`config.mk`:
```
export PLATFORM = sky130hd
export DESIGN_NAME = line_printer_status_handshake
export DESIGN_NICKNAME = d
export VERILOG_FILES = /design/src/rtl/lp_status_pkg.sv /design/src/rtl/ready_pulse_gen.sv /design/src/rtl/line_printer_status_handshake.sv
export SDC_FILE = /design/constraint.sdc
export NUM_CORES = 1
export LEC_CHECK = 0
export ABC_CLOCK_PERIOD_IN_PS = 2700
export BUFFER_PORTS_ARGS = -buffer_cell sky130_fd_sc_hd__buf_2
export CAP_MARGIN = 25
export CORE_AREA = 4 4 84 86
export DETAILED_ROUTE_END_ITERATION = 7
export DIE_AREA = 0 0 88 90
export GPL_TIMING_DRIVEN = 0
export PLACE_DENSITY = 0.78
export SYNTH_ARGS = -nofsm -noshare
export SYNTH_HDL_FRONTEND = slang
export SYNTH_SLANG_ARGS = --single-unit
```
`constraint.sdc`:
```
create_clock -name sys_clk -period 2.7 [get_ports sys_clk]
set_input_delay 0.54 -clock sys_clk [delete_from_list [all_inputs] [get_ports sys_clk]]
set_output_delay 0.54 -clock sys_clk [all_outputs]
set_load 0.03 [all_outputs]
```
`src/rtl/lp_status_pkg.sv`:
```
// Shared constants and carrier types for the line printer status and handshake block
package lp_status_pkg;

  // Avalon register byte offsets
  localparam logic [3:0] STATUS_OFFSET   = 4'h0;  // Host status word, read only
  localparam logic [3:0] COMMAND_OFFSET  = 4'h4;  // Command strobes, write only
  localparam logic [3:0] DATA_OFFSET     = 4'h8;  // Seven-bit line count or print data
  localparam logic [3:0] IRQ_STAT_OFFSET = 4'hc;  // Sticky event bits, cleared by read

  // Status word bit positions (bit 00 is the word's most significant bit)
  localparam int STATUS_W   = 16;
  localparam int BIT_ERROR  = 15;   // Status bit 00
  localparam int BIT_INOP   = 12;   // Status bit 03
  localparam int BIT_BUSY   = 8;    // Status bit 07
  localparam int BIT_DRDY   = 7;    // Status bit 08
  localparam int BIT_PLOW   = 6;    // Status bit 09
  localparam int BIT_FORM   = 5;    // Status bit 10
  localparam int BIT_HOLD   = 3;    // Status bit 12

  // Command register bit positions
  localparam int CMD_PAPER_FEED = 0;  // Control command: paper feed only
  localparam int CMD_TRANSFER   = 1;  // Transfer initiate: feed then print
  localparam int CMD_TERMINATE  = 2;  // Terminate
  localparam int CMD_OUT_WORD   = 3;  // Output data word

  // Interrupt event bit positions and layout width
  localparam int EVT_W        = 4;
  localparam int EVT_SERVICE  = 0;  // Service interrupt
  localparam int EVT_DATA_REQ = 1;  // Data request
  localparam int EVT_FORM     = 2;  // Bottom of form reached
  localparam int EVT_INOP     = 3;  // Printer went inoperable

  // Reset values
  localparam logic [6:0]       DATA_RESET = 7'h00;
  localparam logic [EVT_W-1:0] MASK_RESET = 4'h0;

  // Timing
  localparam int CLK_PERIOD_NS  = 100;
  localparam int READY_PULSE_NS = 200;
  localparam int READY_PULSE_CYC =
    (READY_PULSE_NS / CLK_PERIOD_NS) < 1 ? 1 : (READY_PULSE_NS / CLK_PERIOD_NS);
  localparam logic [3:0] STROBE_COUNT = 4'h4;  // Strobe fires at this count
  localparam logic [3:0] STROBE_END   = 4'h8;  // Word transfer finishes here

  // Printer input pins travel together
  typedef struct packed {
    logic form_channel_mark;
    logic line_advance_strobe;
    logic run_button_pressed;
    logic power_on;
    logic printer_ready_in;
    logic send_data_in;
    logic paper_low_in;
  } printer_in_t;

  // Printer output pins travel together
  typedef struct packed {
    logic       paper_feed_out;
    logic       print_out;
    logic       printer_strobe_out;
    logic [6:0] data;
  } printer_out_t;

endpackage : lp_status_pkg

```
`src/rtl/ready_pulse_gen.sv`:
```
// Single-shot pulse generator fired on a rising condition
`timescale 1ns/1ns
`default_nettype none
module ready_pulse_gen
  import lp_status_pkg::*;
(
  input  wire logic sys_clk,
  input  wire logic reset_n,
  input  wire logic clk_en,
  input  wire logic trigger,
  output logic      pulse
);

  logic [2:0] count_reg;   // Cycles of pulse left
  logic [2:0] count_next;
  logic       trig_reg;    // Last trigger level for edge detect
  logic       trig_next;

  // Load the width on a rising trigger, then count down
  always_comb
  begin
    trig_next  = trigger;
    count_next = count_reg;
    if (trigger && !trig_reg)
    begin
      count_next = 3'(READY_PULSE_CYC);
    end
    else if (count_reg != 3'h0)
    begin
      count_next = count_reg - 3'h1;
    end
  end

  // Register state
  always_ff @(posedge sys_clk)
  begin
    if (!reset_n)
    begin
      count_reg <= 3'h0;
      trig_reg  <= 1'b0;
    end
    else if (clk_en)
    begin
      count_reg <= count_next;
      trig_reg  <= trig_next;
    end
  end

  assign pulse = (count_reg != 3'h0);

endmodule : ready_pulse_gen
`default_nettype wire

```
`src/rtl/line_printer_status_handshake.sv`:
```
// Line printer controller status, command handshake and register slave
//
// Our own choices: the register offsets and register access over Avalon-MM.
`timescale 1ns/1ns
`default_nettype none
// Notes on behaviour
// - Form flag sets on channel mark plus strobe
// - Strobe without channel mark clears form flag
// - Bottom of form shows on status bit 10
// - Powered but stopped holds command until run
// - Hold condition shows on status bit 12
// - Power off flags inoperable on bit 03
// - Operable means power on, gates feed and transfer commands
// - Status bit 00 is error, active low
// - Ready while running fires 200 ns pulse
// - Paper low shows on status bit 09
// - Busy on bit 07, data ready low bit 08
// - Terminate while idle sets service interrupt
// - Drive feed, print, strobe and seven data lines
// - Accept command, set busy only when operable
// - Strobe at count four after output word
module line_printer_status_handshake
  import lp_status_pkg::*;
(
  input  wire logic         sys_clk,
  input  wire logic         reset_n,
  input  wire logic         clk_en,
  input  wire printer_in_t  printer_in,
  output printer_out_t      printer_out,
  input  wire logic [3:0]   avs_address,
  input  wire logic         avs_read,
  input  wire logic         avs_write,
  input  wire logic [31:0]  avs_writedata,
  output logic [31:0]       avs_readdata,
  output logic              avs_waitrequest,
  output logic              irq
);

  // Pin synchronisers: first stage read only by second stage
  printer_in_t sync1_reg;
  printer_in_t pins;        // Second stage, safe to use

  // Decoded printer conditions
  logic operable;           // Power on
  logic hold_cond;          // Powered but stopped
  logic ready_trig;         // Ready while running
  logic ready_pulse;        // Single-shot output

  // Control state
  logic       form_reg,    form_next;
  logic       busy_reg,    busy_next;
  logic       feed_reg,    feed_next;
  logic       print_reg,   print_next;
  logic       xfer_reg,    xfer_next;     // Transfer initiate awaiting print phase
  logic       pend_reg,    pend_next;     // Command stored during hold
  logic [3:0] pend_cmd_reg, pend_cmd_next;
  logic       drq_reg,     drq_next;      // Data request, drives data ready
  logic       cnt_en_reg,  cnt_en_next;   // Strobe counter running
  logic [3:0] cnt_reg,     cnt_next;
  logic       strobe_reg,  strobe_next;
  logic [6:0] data_reg,    data_next;
  logic       send_d_reg,  send_d_next;   // Send data one cycle back, for its edges
  logic       form_d_reg,  form_d_next;
  logic       oper_d_reg,  oper_d_next;

  // Interrupt and bus state
  logic [EVT_W-1:0] evt_reg,  evt_next;    // Sticky events
  logic [EVT_W-1:0] mask_reg, mask_next;   // Enables
  logic [31:0]      rdata_reg, rdata_next;
  logic             wait_reg, wait_next;   // Waitrequest, low for one cycle per access
  logic             irq_reg,  irq_next;
  logic [EVT_W-1:0] evt_set;

  // Bus access decode helper used for the command, data and interrupt registers; status reads decode through the case below
  function automatic logic hit(input logic [3:0] addr, input logic [3:0] off);
    hit = (addr == off);
  endfunction : hit

  // Build the host status word
  function automatic logic [STATUS_W-1:0] status_word(
    input logic oper, input logic busy, input logic drq,
    input logic plow, input logic form, input logic hold);
    logic [STATUS_W-1:0] w;
    w = '0;
    w[BIT_ERROR] = oper;    // Low when in error
    w[BIT_INOP]  = !oper;
    w[BIT_BUSY]  = busy;
    w[BIT_DRDY]  = !drq;
    w[BIT_PLOW]  = plow;
    w[BIT_FORM]  = form;
    w[BIT_HOLD]  = hold;
    status_word = w;
  endfunction : status_word

  // Two flip-flop synchroniser on all printer pins
  always_ff @(posedge sys_clk)
  begin
    if (!reset_n)
    begin
      sync1_reg <= '0;
      pins      <= '0;
    end
    else if (clk_en)
    begin
      sync1_reg <= printer_in;
      pins      <= sync1_reg;
    end
  end

  assign operable   = pins.power_on;
  assign hold_cond  = pins.power_on && !pins.run_button_pressed;
  // Printer owns ready; rising edge ends its operation
  assign ready_trig = pins.printer_ready_in && pins.run_button_pressed;

  ready_pulse_gen u_ready_pulse (
    .sys_clk (sys_clk),
    .reset_n (reset_n),
    .clk_en  (clk_en),
    .trigger (ready_trig),
    .pulse   (ready_pulse)
  );

  // Command, handshake and strobe sequencing
  always_comb
  begin
    logic       wr, rd, terminate;
    logic [3:0] cmd;
    logic       go;
    go        = 1'b0;
    wr        = avs_write && !wait_reg;
    rd        = avs_read && !wait_reg;
    cmd       = (wr && hit(avs_address, COMMAND_OFFSET)) ? avs_writedata[3:0] : 4'h0;
    terminate = cmd[CMD_TERMINATE];
    form_next    = form_reg;
    busy_next    = busy_reg;
    feed_next    = feed_reg;
    print_next   = print_reg;
    xfer_next    = xfer_reg;
    pend_next    = pend_reg;
    pend_cmd_next = pend_cmd_reg;
    drq_next     = drq_reg;
    cnt_en_next  = cnt_en_reg;
    cnt_next     = cnt_reg;
    strobe_next  = 1'b0;
    data_next    = data_reg;
    send_d_next   = pins.send_data_in;
    form_d_next  = form_reg;
    oper_d_next  = operable;
    evt_set      = '0;

    // Bottom of form tracking
    if (pins.line_advance_strobe)
    begin
      form_next = pins.form_channel_mark;
    end

    // Data buffer written from the bus
    if (wr && hit(avs_address, DATA_OFFSET))
    begin
      data_next = avs_writedata[6:0];
    end

    // Stored command waits while holding, released when run pressed
    if (pend_reg && !hold_cond)
    begin
      go            = 1'b1;
      pend_next     = 1'b0;
    end

    // New feed or transfer command
    if (cmd[CMD_PAPER_FEED] || cmd[CMD_TRANSFER])
    begin
      if (!operable)
      begin
        evt_set[EVT_SERVICE] = 1'b1;        // Inoperable command interrupts
      end
      else if (hold_cond)
      begin
        pend_next     = 1'b1;
        pend_cmd_next = cmd;
      end
      else
      begin
        busy_next = 1'b1;
        feed_next = 1'b1;
        xfer_next = cmd[CMD_TRANSFER];
      end
    end
    if (go && operable)
    begin
      busy_next = 1'b1;
      feed_next = 1'b1;
      xfer_next = pend_cmd_reg[CMD_TRANSFER];
    end

    // Feed ends on the falling edge of send data; the edge is used because the
    // synchroniser delay keeps send data low for the first cycles after feed rises
    if (feed_reg && send_d_reg && !pins.send_data_in)
    begin
      feed_next   = 1'b0;
      cnt_en_next = 1'b0;
      cnt_next    = 4'h0;
    end

    // Printer ready pulse completes a cycle (not while holding); the pulse lasts two
    // cycles, so a running print phase keeps the second cycle from ending the command
    if (ready_pulse && busy_reg && !feed_reg && !print_reg && !hold_cond)
    begin
      if (xfer_reg)
      begin
        xfer_next  = 1'b0;
        print_next = 1'b1;
        drq_next   = 1'b1;                  // First data request
        evt_set[EVT_DATA_REQ] = 1'b1;
      end
      else
      begin
        busy_next = 1'b0;
        evt_set[EVT_SERVICE] = 1'b1;
      end
    end

    // Output word starts the strobe counter
    if (cmd[CMD_OUT_WORD])
    begin
      drq_next    = 1'b0;
      cnt_en_next = 1'b1;
      cnt_next    = 4'h0;
    end
    // Only the rising edge of send data starts a line count, so one feed strobes once
    else if (feed_reg && pins.send_data_in && !send_d_reg && !cnt_en_reg && cnt_reg == 4'h0)
    begin
      cnt_en_next = 1'b1;                   // Line count transfer
    end

    // Count while command and send data active
    if (cnt_en_reg && (print_reg || feed_reg) && pins.send_data_in)
    begin
      cnt_next = cnt_reg + 4'h1;
      if (cnt_next == STROBE_COUNT)
      begin
        strobe_next = 1'b1;
      end
      if (cnt_next == STROBE_END)
      begin
        cnt_en_next = 1'b0;
        cnt_next    = 4'h0;
        if (print_reg)
        begin
          drq_next = 1'b1;
          evt_set[EVT_DATA_REQ] = 1'b1;
        end
      end
    end

    // Send data falling means the printer buffer is full: the print phase ends
    if (print_reg && send_d_reg && !pins.send_data_in)
    begin
      print_next  = 1'b0;
      cnt_en_next = 1'b0;
      cnt_next    = 4'h0;
    end

    // Terminate stops printing or interrupts when idle
    if (terminate)
    begin
      if (!busy_reg)
      begin
        evt_set[EVT_SERVICE] = 1'b1;
      end
      print_next  = 1'b0;
      drq_next    = 1'b0;
      busy_next   = 1'b0;
      cnt_en_next = 1'b0;
      cnt_next    = 4'h0;
      xfer_next   = 1'b0;
    end

    if (form_reg && !form_d_reg)
    begin
      evt_set[EVT_FORM] = 1'b1;
    end
    if (!operable && oper_d_reg)
    begin
      evt_set[EVT_INOP] = 1'b1;
    end

    // Sticky events: set wins over read clear
    evt_next = evt_reg;
    if (rd && hit(avs_address, IRQ_STAT_OFFSET))
    begin
      // Clear only what the read reported, so an event landing mid-access survives
      evt_next = evt_reg & ~rdata_reg[EVT_W-1:0];
    end
    evt_next = evt_next | evt_set;

    mask_next = mask_reg;
    if (wr && hit(avs_address, IRQ_STAT_OFFSET))
    begin
      mask_next = avs_writedata[EVT_W-1:0];
    end
    irq_next = |(evt_next & mask_next);

    // Bus answer: one wait cycle then accept
    wait_next  = !((avs_read || avs_write) && wait_reg);
    rdata_next = rdata_reg;
    if (avs_read && wait_reg)
    begin
      unique case (avs_address)
        STATUS_OFFSET:
          rdata_next = {16'h0000, status_word(operable, busy_reg, drq_reg,
                        pins.paper_low_in, form_reg, hold_cond)};
        DATA_OFFSET:     rdata_next = {25'h0000000, data_reg};
        IRQ_STAT_OFFSET: rdata_next = {24'h000000, mask_reg, evt_reg};
        default:         rdata_next = 32'h00000000;
      endcase
    end
  end

  // Register all control state
  always_ff @(posedge sys_clk)
  begin
    if (!reset_n)
    begin
      form_reg     <= 1'b0;
      busy_reg     <= 1'b0;
      feed_reg     <= 1'b0;
      print_reg    <= 1'b0;
      xfer_reg     <= 1'b0;
      pend_reg     <= 1'b0;
      pend_cmd_reg <= 4'h0;
      drq_reg      <= 1'b0;
      cnt_en_reg   <= 1'b0;
      cnt_reg      <= 4'h0;
      strobe_reg   <= 1'b0;
      send_d_reg   <= 1'b0;
      form_d_reg   <= 1'b0;
      oper_d_reg   <= 1'b0;
      data_reg     <= DATA_RESET;
      evt_reg      <= '0;
      mask_reg     <= MASK_RESET;
      rdata_reg    <= 32'h00000000;
      wait_reg     <= 1'b1;
      irq_reg      <= 1'b0;
    end
    else if (clk_en)
    begin
      form_reg     <= form_next;
      busy_reg     <= busy_next;
      feed_reg     <= feed_next;
      print_reg    <= print_next;
      xfer_reg     <= xfer_next;
      pend_reg     <= pend_next;
      pend_cmd_reg <= pend_cmd_next;
      drq_reg      <= drq_next;
      cnt_en_reg   <= cnt_en_next;
      cnt_reg      <= cnt_next;
      strobe_reg   <= strobe_next;
      send_d_reg   <= send_d_next;
      form_d_reg   <= form_d_next;
      oper_d_reg   <= oper_d_next;
      data_reg     <= data_next;
      evt_reg      <= evt_next;
      mask_reg     <= mask_next;
      rdata_reg    <= rdata_next;
      wait_reg     <= wait_next;
      irq_reg      <= irq_next;
    end
  end

  // Outputs straight from flip-flops
  assign printer_out.paper_feed_out     = feed_reg;
  assign printer_out.print_out          = print_reg;
  assign printer_out.printer_strobe_out = strobe_reg;
  assign printer_out.data               = data_reg;
  assign avs_readdata    = rdata_reg;
  assign avs_waitrequest = wait_reg;
  assign irq             = irq_reg;

endmodule : line_printer_status_handshake
`default_nettype wire

```
After elaboration in Yosys (flattened, before gate mapping):

Cells that the tools add are included.

* $add $sub $neg: 2
* eq/ne operators: 6
* muxes and demuxes: 68
* bitwise gates (word level): 4
* reduce and logical (&&, ||, !) cells: 63

Operators with widths (number)
* 1-bit 2-to-1 mux: 55
* 16-bit one-hot mux with 3 select lines: 1
* 4-bit 2-to-1 mux: 9
* 1-bit logical AND: 29
* 3-bit nonzero test: 5
* 1-bit zero test: 13
* 4-bit == test (second input constant): 3
* 2-bit AND reduction: 5
* 4-bit bitwise AND: 2
* 4-bit by 3-bit == test with 1-bit output (second input constant): 2
* 4-bit zero test: 2
* 4-bit AND reduction: 2
* 3-bit 2-to-1 mux: 2
* 5-bit nonzero test: 1
* 4-bit by 1-bit adder with 4-bit output (second input constant): 1
* 4-bit inverter: 1
* 4-bit bitwise OR: 1
* 4-bit OR reduction: 1
* 1-bit logical OR: 3
* 3-bit by 1-bit != test with 1-bit output (second input constant): 1
* 3-bit AND reduction: 1
* 3-bit by 1-bit subtractor with 3-bit output (second input constant): 1
* 2-bit 2-to-1 mux: 1
* 2-bit nonzero test: 1

* register bits: 85
* input bits: 48
* output and inout bits: 44
* logic and storage cells: 179

Depth between registers and ports, before layout:

* word-level depth: 14
* mapped depth: 8
* depth with buffers taken out: 8

Modules after synthesis:

Synthesis repeated with hierarchy kept, for this count alone.

* cell total of the unflattened synthesis: 380
* area total of the unflattened synthesis: 3268.1 µm²

By module, submodules not included
* line_printer_status_handshake: times used 1, cells an instance 354, area an instance 3040.4 µm², seq. area each 1181.1 µm²
* ready_pulse_gen: times used 1, cells an instance 26, area an instance 227.7 µm², seq. area each 80.1 µm²

Worst setup path after synthesis:

Ideal clock, no wire load.

* path kind: reg2reg
* start: reg wait_reg (netlist: avs_waitrequest)
* end: reg irq_reg (netlist: irq)
* library setup time: 0.130 ns
* data arrival time: 1.935 ns
* required time: 2.570 ns
* slack: 0.635 ns
* cell stages (with the launch flop): 8
* path buffers: 2
* period minus slack after synthesis: 2.065 ns
* cell sequence: dfxtp_1 -> buf_6 -> nor3b_1 -> and3_1 -> clkbuf_2 -> mux2_2 -> a222oi_1 -> a21oi_1

* word-level cells in the longest chain between the ends: 13
* elaborated cells on any way between the ends: 18
* classes of those cells: mux: 8; bitwise: 2; reduce/logical: 8

Ends and longest elaborated chain
* start: declaration: RTL line line_printer_status_handshake.sv:70 `logic wait_reg, wait_next;`
* start signal: assignment: RTL line line_printer_status_handshake.sv:366 `wait_reg <= wait_next;`
* 1-bit zero test (*): RTL line line_printer_status_handshake.sv:130, line_printer_status_handshake.sv:131
* 1-bit logical AND: RTL line line_printer_status_handshake.sv:130 `wr = avs_write && !wait_reg;`
* 1-bit logical AND: RTL line line_printer_status_handshake.sv:132 `cmd = (wr && hit(avs_address, COMMAND_OFFSET)) ? avs_writedata[3:0] : 4'h0;`
* 4-bit 2-to-1 mux: RTL line line_printer_status_handshake.sv:132
* 1-bit logical OR: RTL line line_printer_status_handshake.sv:171 `if (cmd[CMD_PAPER_FEED] || cmd[CMD_TRANSFER])`
* 1-bit 2-to-1 mux: RTL line line_printer_status_handshake.sv:171
* 1-bit 2-to-1 mux: RTL line line_printer_status_handshake.sv:209 `if (xfer_reg)`
* 2-bit 2-to-1 mux: RTL line line_printer_status_handshake.sv:207 `if (ready_pulse && busy_reg && !feed_reg && !print_reg && !hold_cond)`
* 1-bit 2-to-1 mux: RTL line line_printer_status_handshake.sv:267 `if (!busy_reg)`
* 1-bit 2-to-1 mux: RTL line line_printer_status_handshake.sv:265 `if (terminate)`
* 4-bit bitwise OR: RTL line line_printer_status_handshake.sv:295 `evt_next = evt_next | evt_set;`
* 4-bit bitwise AND (*): RTL line line_printer_status_handshake.sv:302 `irq_next = |(evt_next & mask_next);`
* 4-bit OR reduction (*): RTL line line_printer_status_handshake.sv:302
* end signal: assignment: RTL line line_printer_status_handshake.sv:367 `irq_reg <= irq_next;`
* end: declaration: RTL line line_printer_status_handshake.sv:71 `logic irq_reg, irq_next;`

Mark *: on every way between the ends. The rest lies on a longest branch, timed or not.
A chain may end at the register's enable or synchronous reset.

Worst setup path in the final report:

* start: reg u_ready_pulse.count_reg[0]
* end: reg drq_reg

* word-level cells in the longest chain between the ends: 11

Ends and longest elaborated chain
* start: declaration: RTL line ready_pulse_gen.sv:14 `logic [2:0] count_reg;`
* start signal: assignment: RTL line ready_pulse_gen.sv:44 `count_reg <= count_next;`
* 3-bit nonzero test (*): RTL line ready_pulse_gen.sv:49 `assign pulse = (count_reg != 3'h0);`
* 1-bit logical AND (*) (4 in series): RTL line line_printer_status_handshake.sv:207
* 1-bit 2-to-1 mux (*): RTL line line_printer_status_handshake.sv:207
* 1-bit 2-to-1 mux (*): RTL line line_printer_status_handshake.sv:224 `if (cmd[CMD_OUT_WORD])`
* 1-bit 2-to-1 mux: RTL line line_printer_status_handshake.sv:248 `if (print_reg)`
* 1-bit 2-to-1 mux: RTL line line_printer_status_handshake.sv:244 `if (cnt_next == STROBE_END)`
* 1-bit 2-to-1 mux (*): RTL line line_printer_status_handshake.sv:237 `if (cnt_en_reg && (print_reg || feed_reg) && pins.send_data_in)`
* 1-bit 2-to-1 mux (*): RTL line line_printer_status_handshake.sv:265
* end signal: assignment: RTL line line_printer_status_handshake.sv:355 `drq_reg <= drq_next;`
* end: declaration: RTL line line_printer_status_handshake.sv:57 `logic drq_reg, drq_next;`

Marked as above.

==> results by group <==
Synthesis
  • Ys async rst share: 0%
  • Synth Instances: 368
  • Ys Warns: 0
  • Most used DFF post-synth: dfxtp_1
  • Number of synthesized flops with an enable pin: 0
  • FF+latch count, synth: 63
  • Cell variety after synth: 57
  • Synth Cell Area: 0.003183 sq mm
  • Avg Synthesized Cell Area: 8.650 sq um
  • Seq/Total Area, Yosys: between 30% and 40%

Timing
  • Final Max Slew Viols: 0
  • Clock skew: approximately 0.0086 ns
  • Final worst setup slack: between 0.4 and 0.5 ns
  • Fin crit share: roughly 82%
  • Final hold vios: 0
  • Fin Setup TNS: 0 ns
  • Post-route minimum period: approximately 2.2 ns
  • Setup violators final: 0
  • Pin slew with the least headroom to its limit: about 0.67 ns
  • Max frequency: between 400 and 500 MHz
  • Worst slew margin: around 55%
  • RSZ-0062 raised after global routing: no

Floorplan
  • Initial Util: between 50% and 60%
  • Rows: 29
  • Core area: roughly 0.0063 sq mm
  • Die X: 88 um
  • Full die area: between 0.007 and 0.008 sq mm
  • Die boundary height: 90 um
  • Num ports: 92

Clock network
  • Clock transition at path regs: 0.08 ns
  • Htree depth: 3
  • Max clock buf depth: 2
  • Clk sink count: 63
  • Cts bufs inserted: 9
  • CTS tree: yes
  • CTS Hold Bufs: 0
  • Postcts setup bufs: 0
  • CTS-repair resized insts: 0
  • Root Buffer: clkbuf_8
  • Clock Latency Late Sink: ~0.35 ns

Detailed routing
  • Drt wl/cell: roughly 16 um
  • Routed Antenna Nets: 0
  • Drt total wl: 8.268 mm
  • DRC viols: 0
  • Vias per std cell: roughly 5.6
  • Initial DRC Count: between 200 and 250
  • Drt pass-1 iters: 5
  • Via count: around 3000

Global routing
  • GR Overflow Total: 0
  • Largest net degree at the start of global routing: 14
  • Initial antenna violation count: 0
  • First-pass GRT wire length: ~13 mm
  • GRT Total Usage: a little over a fifth
  • Number of global-route vias before repair: 2696

Run status
  • Status: completed

Run
  • Max Cap Violations: 0

Power
  • Cell Pwr Density: roughly 560 mW/mm^2
  • LEAKAGE: 1.694 nW
  • Worst vdd ir: approximately 440 uV

Placed design
  • Port bufs: 43
  • Dpl hpwl: 5.996 mm
  • Setup WS pre-CTS: 0.3109 ns
  • Routability Congestion: ~0.93

Cells and area
  • Antenna Cells: 0
  • Proportion of layout cells with a drive suffix above 1: between 20% and 30%
  • Filler cells: about 580
  • Max reg flops: 11
  • Synth-to-layout area growth: 17.77%
  • Final core utilization: 59.72%
  • Nets: approximately 490

Critical path
  • WP data required: between 2 and 3 ns
  • Element type at the critical path start: flip-flop
  • Arrival time of the worst setup path: roughly 2.5 ns
  • WS Path Type: reg -> reg
  • Maximum fanout along the worst path: 3
  • CP Capture Type: flip-flop

Worst hold path
  • Hold WC Path Type: in -> reg
## stage by stage
step | instances | hold WS (ns) | cell area (sq um) | power [mW]
5_1_grt | 524 | 0.4308 | 3749 | 2.196
3_3_place_gp | 508 | 0.4474 | 3570 | 1.348
4_1_cts | 524 | 0.4116 | 3749 | 2.102
3_5_place_dp | 508 | 0.4574 | 3570 | 1.359
2_1_floorplan | 388 | 0.4334 | 3258 | 1.267
6_report | 524 | 0.4116 | 3749 | 2.093
## cell type report
type	instances	area (sq um)	area share (%)
Clock inverter	7	55.05	1.469
Multi-Input combinational cell	268	1675	44.69
Sequential cell	63	1261	33.64
Inverter	12	45.04	1.202
Tap cell	77	96.34	2.570
Buffer	45	276.5	7.376
Timing Repair Buffer	43	215.2	5.741
Clock buffer	9	123.9	3.304
## cells by family after synthesis
family | after synthesis | synth area share (%)
other cells | 1 | 0.1178
fa+ha+maj | 4 | 1.572
compound gates | 77 | 16.86
buf+inv | 57 | 10.10
mux | 38 | 12.34
flops | 63 | 39.62
simple gates | 128 | 19.38
## synth_stat cells (7+ instances only)
library cell / n / share of area (%)
nand3_1: 7 / 1.1
inv_1: 11 / 1.3
mux2_2: 10 / 3.5
o21ai_0: 12 / 1.9
mux2i_1: 28 / 8.8
dfxtp_1: 63 / 40
nand2_1: 24 / 2.8
nor3_1: 7 / 1.1
a22oi_1: 7 / 1.7
nor2_1: 60 / 7.1
clkbuf_1: 16 / 1.9
buf_4: 24 / 5.7
a21oi_1: 20 / 3.1
## path summary, 6_finish.rpt
kind | startpoint | end | slack, ns | cells after the start
setup / recovery | u_ready_pulse.count_reg[0] | drq_reg | 0.50 | 8
hold / removal | avs_writedata[6] | data_reg[6] | 0.41 | 3
setup reg to reg | u_ready_pulse.count_reg[0] | drq_reg | 0.50 | 8
hold reg to reg | u_ready_pulse.trig_reg | u_ready_pulse.trig_reg | 0.47 | 2
## layer usage
metal / part of all wire (%) / vias to the layer above / GRT usage, %
li1: - / 1419 / -
met1: 43 / 1373 / 28.05
met5: 0 / - / 0
met3: 8.8 / 22 / 4.296
met4: 2.6 / 0 / 11.51
met2: 45 / 138 / 32.54
## cells in the final DEF (no fill, tap or decap), types with 2 or more instances in the layout
cell | netlist | layout
nand3b_1 | 3 | 3
mux2_2 | 10 | 10
nor3_1 | 7 | 7
o2111ai_1 | 2 | 2
dfxtp_1 | 63 | 63
a32oi_1 | 2 | 2
o21ai_0 | 12 | 12
clkbuf_8 | 0 | 9
ha_1 | 4 | 4
mux2i_1 | 28 | 28
and3_1 | 2 | 2
o31ai_1 | 4 | 4
a311oi_1 | 2 | 2
nor4_1 | 3 | 3
buf_2 | 1 | 44
conb_1 | 1 | 21
a21o_1 | 2 | 2
nand4_1 | 5 | 5
inv_6 | 0 | 3
clkbuf_1 | 16 | 16
nor2b_1 | 3 | 3
o211ai_1 | 3 | 3
o211a_1 | 2 | 2
nand3_1 | 7 | 7
nand2_1 | 24 | 24
a31oi_1 | 6 | 6
nor2_1 | 60 | 60
a22oi_1 | 7 | 7
nand2b_1 | 2 | 2
a221oi_1 | 4 | 4
inv_1 | 11 | 11
buf_6 | 2 | 2
nor3b_1 | 2 | 2
buf_4 | 24 | 24
clkinvlp_4 | 0 | 2
a21oi_1 | 20 | 20
## power breakdown
group | switching (mW) | internal [mW] | leakage (nW)
logic | 0.221 | 0.128 | 1.10
clock network | 0.413 | 0.342 | 0.0866
registers | 0.0213 | 0.968 | 0.511
## worst max-delay path, stage by stage (launching register included)
cell and delay [ns]:
dfxtp_1 0.35, inv_1 0.05, ha_1 0.19, ha_1 0.23, or4b_1 0.52, nor3b_2 0.26, a21o_1 0.18, a21oi_1 0.09
a311oi_1 0.25
Power figures use the tool's default switching activity.
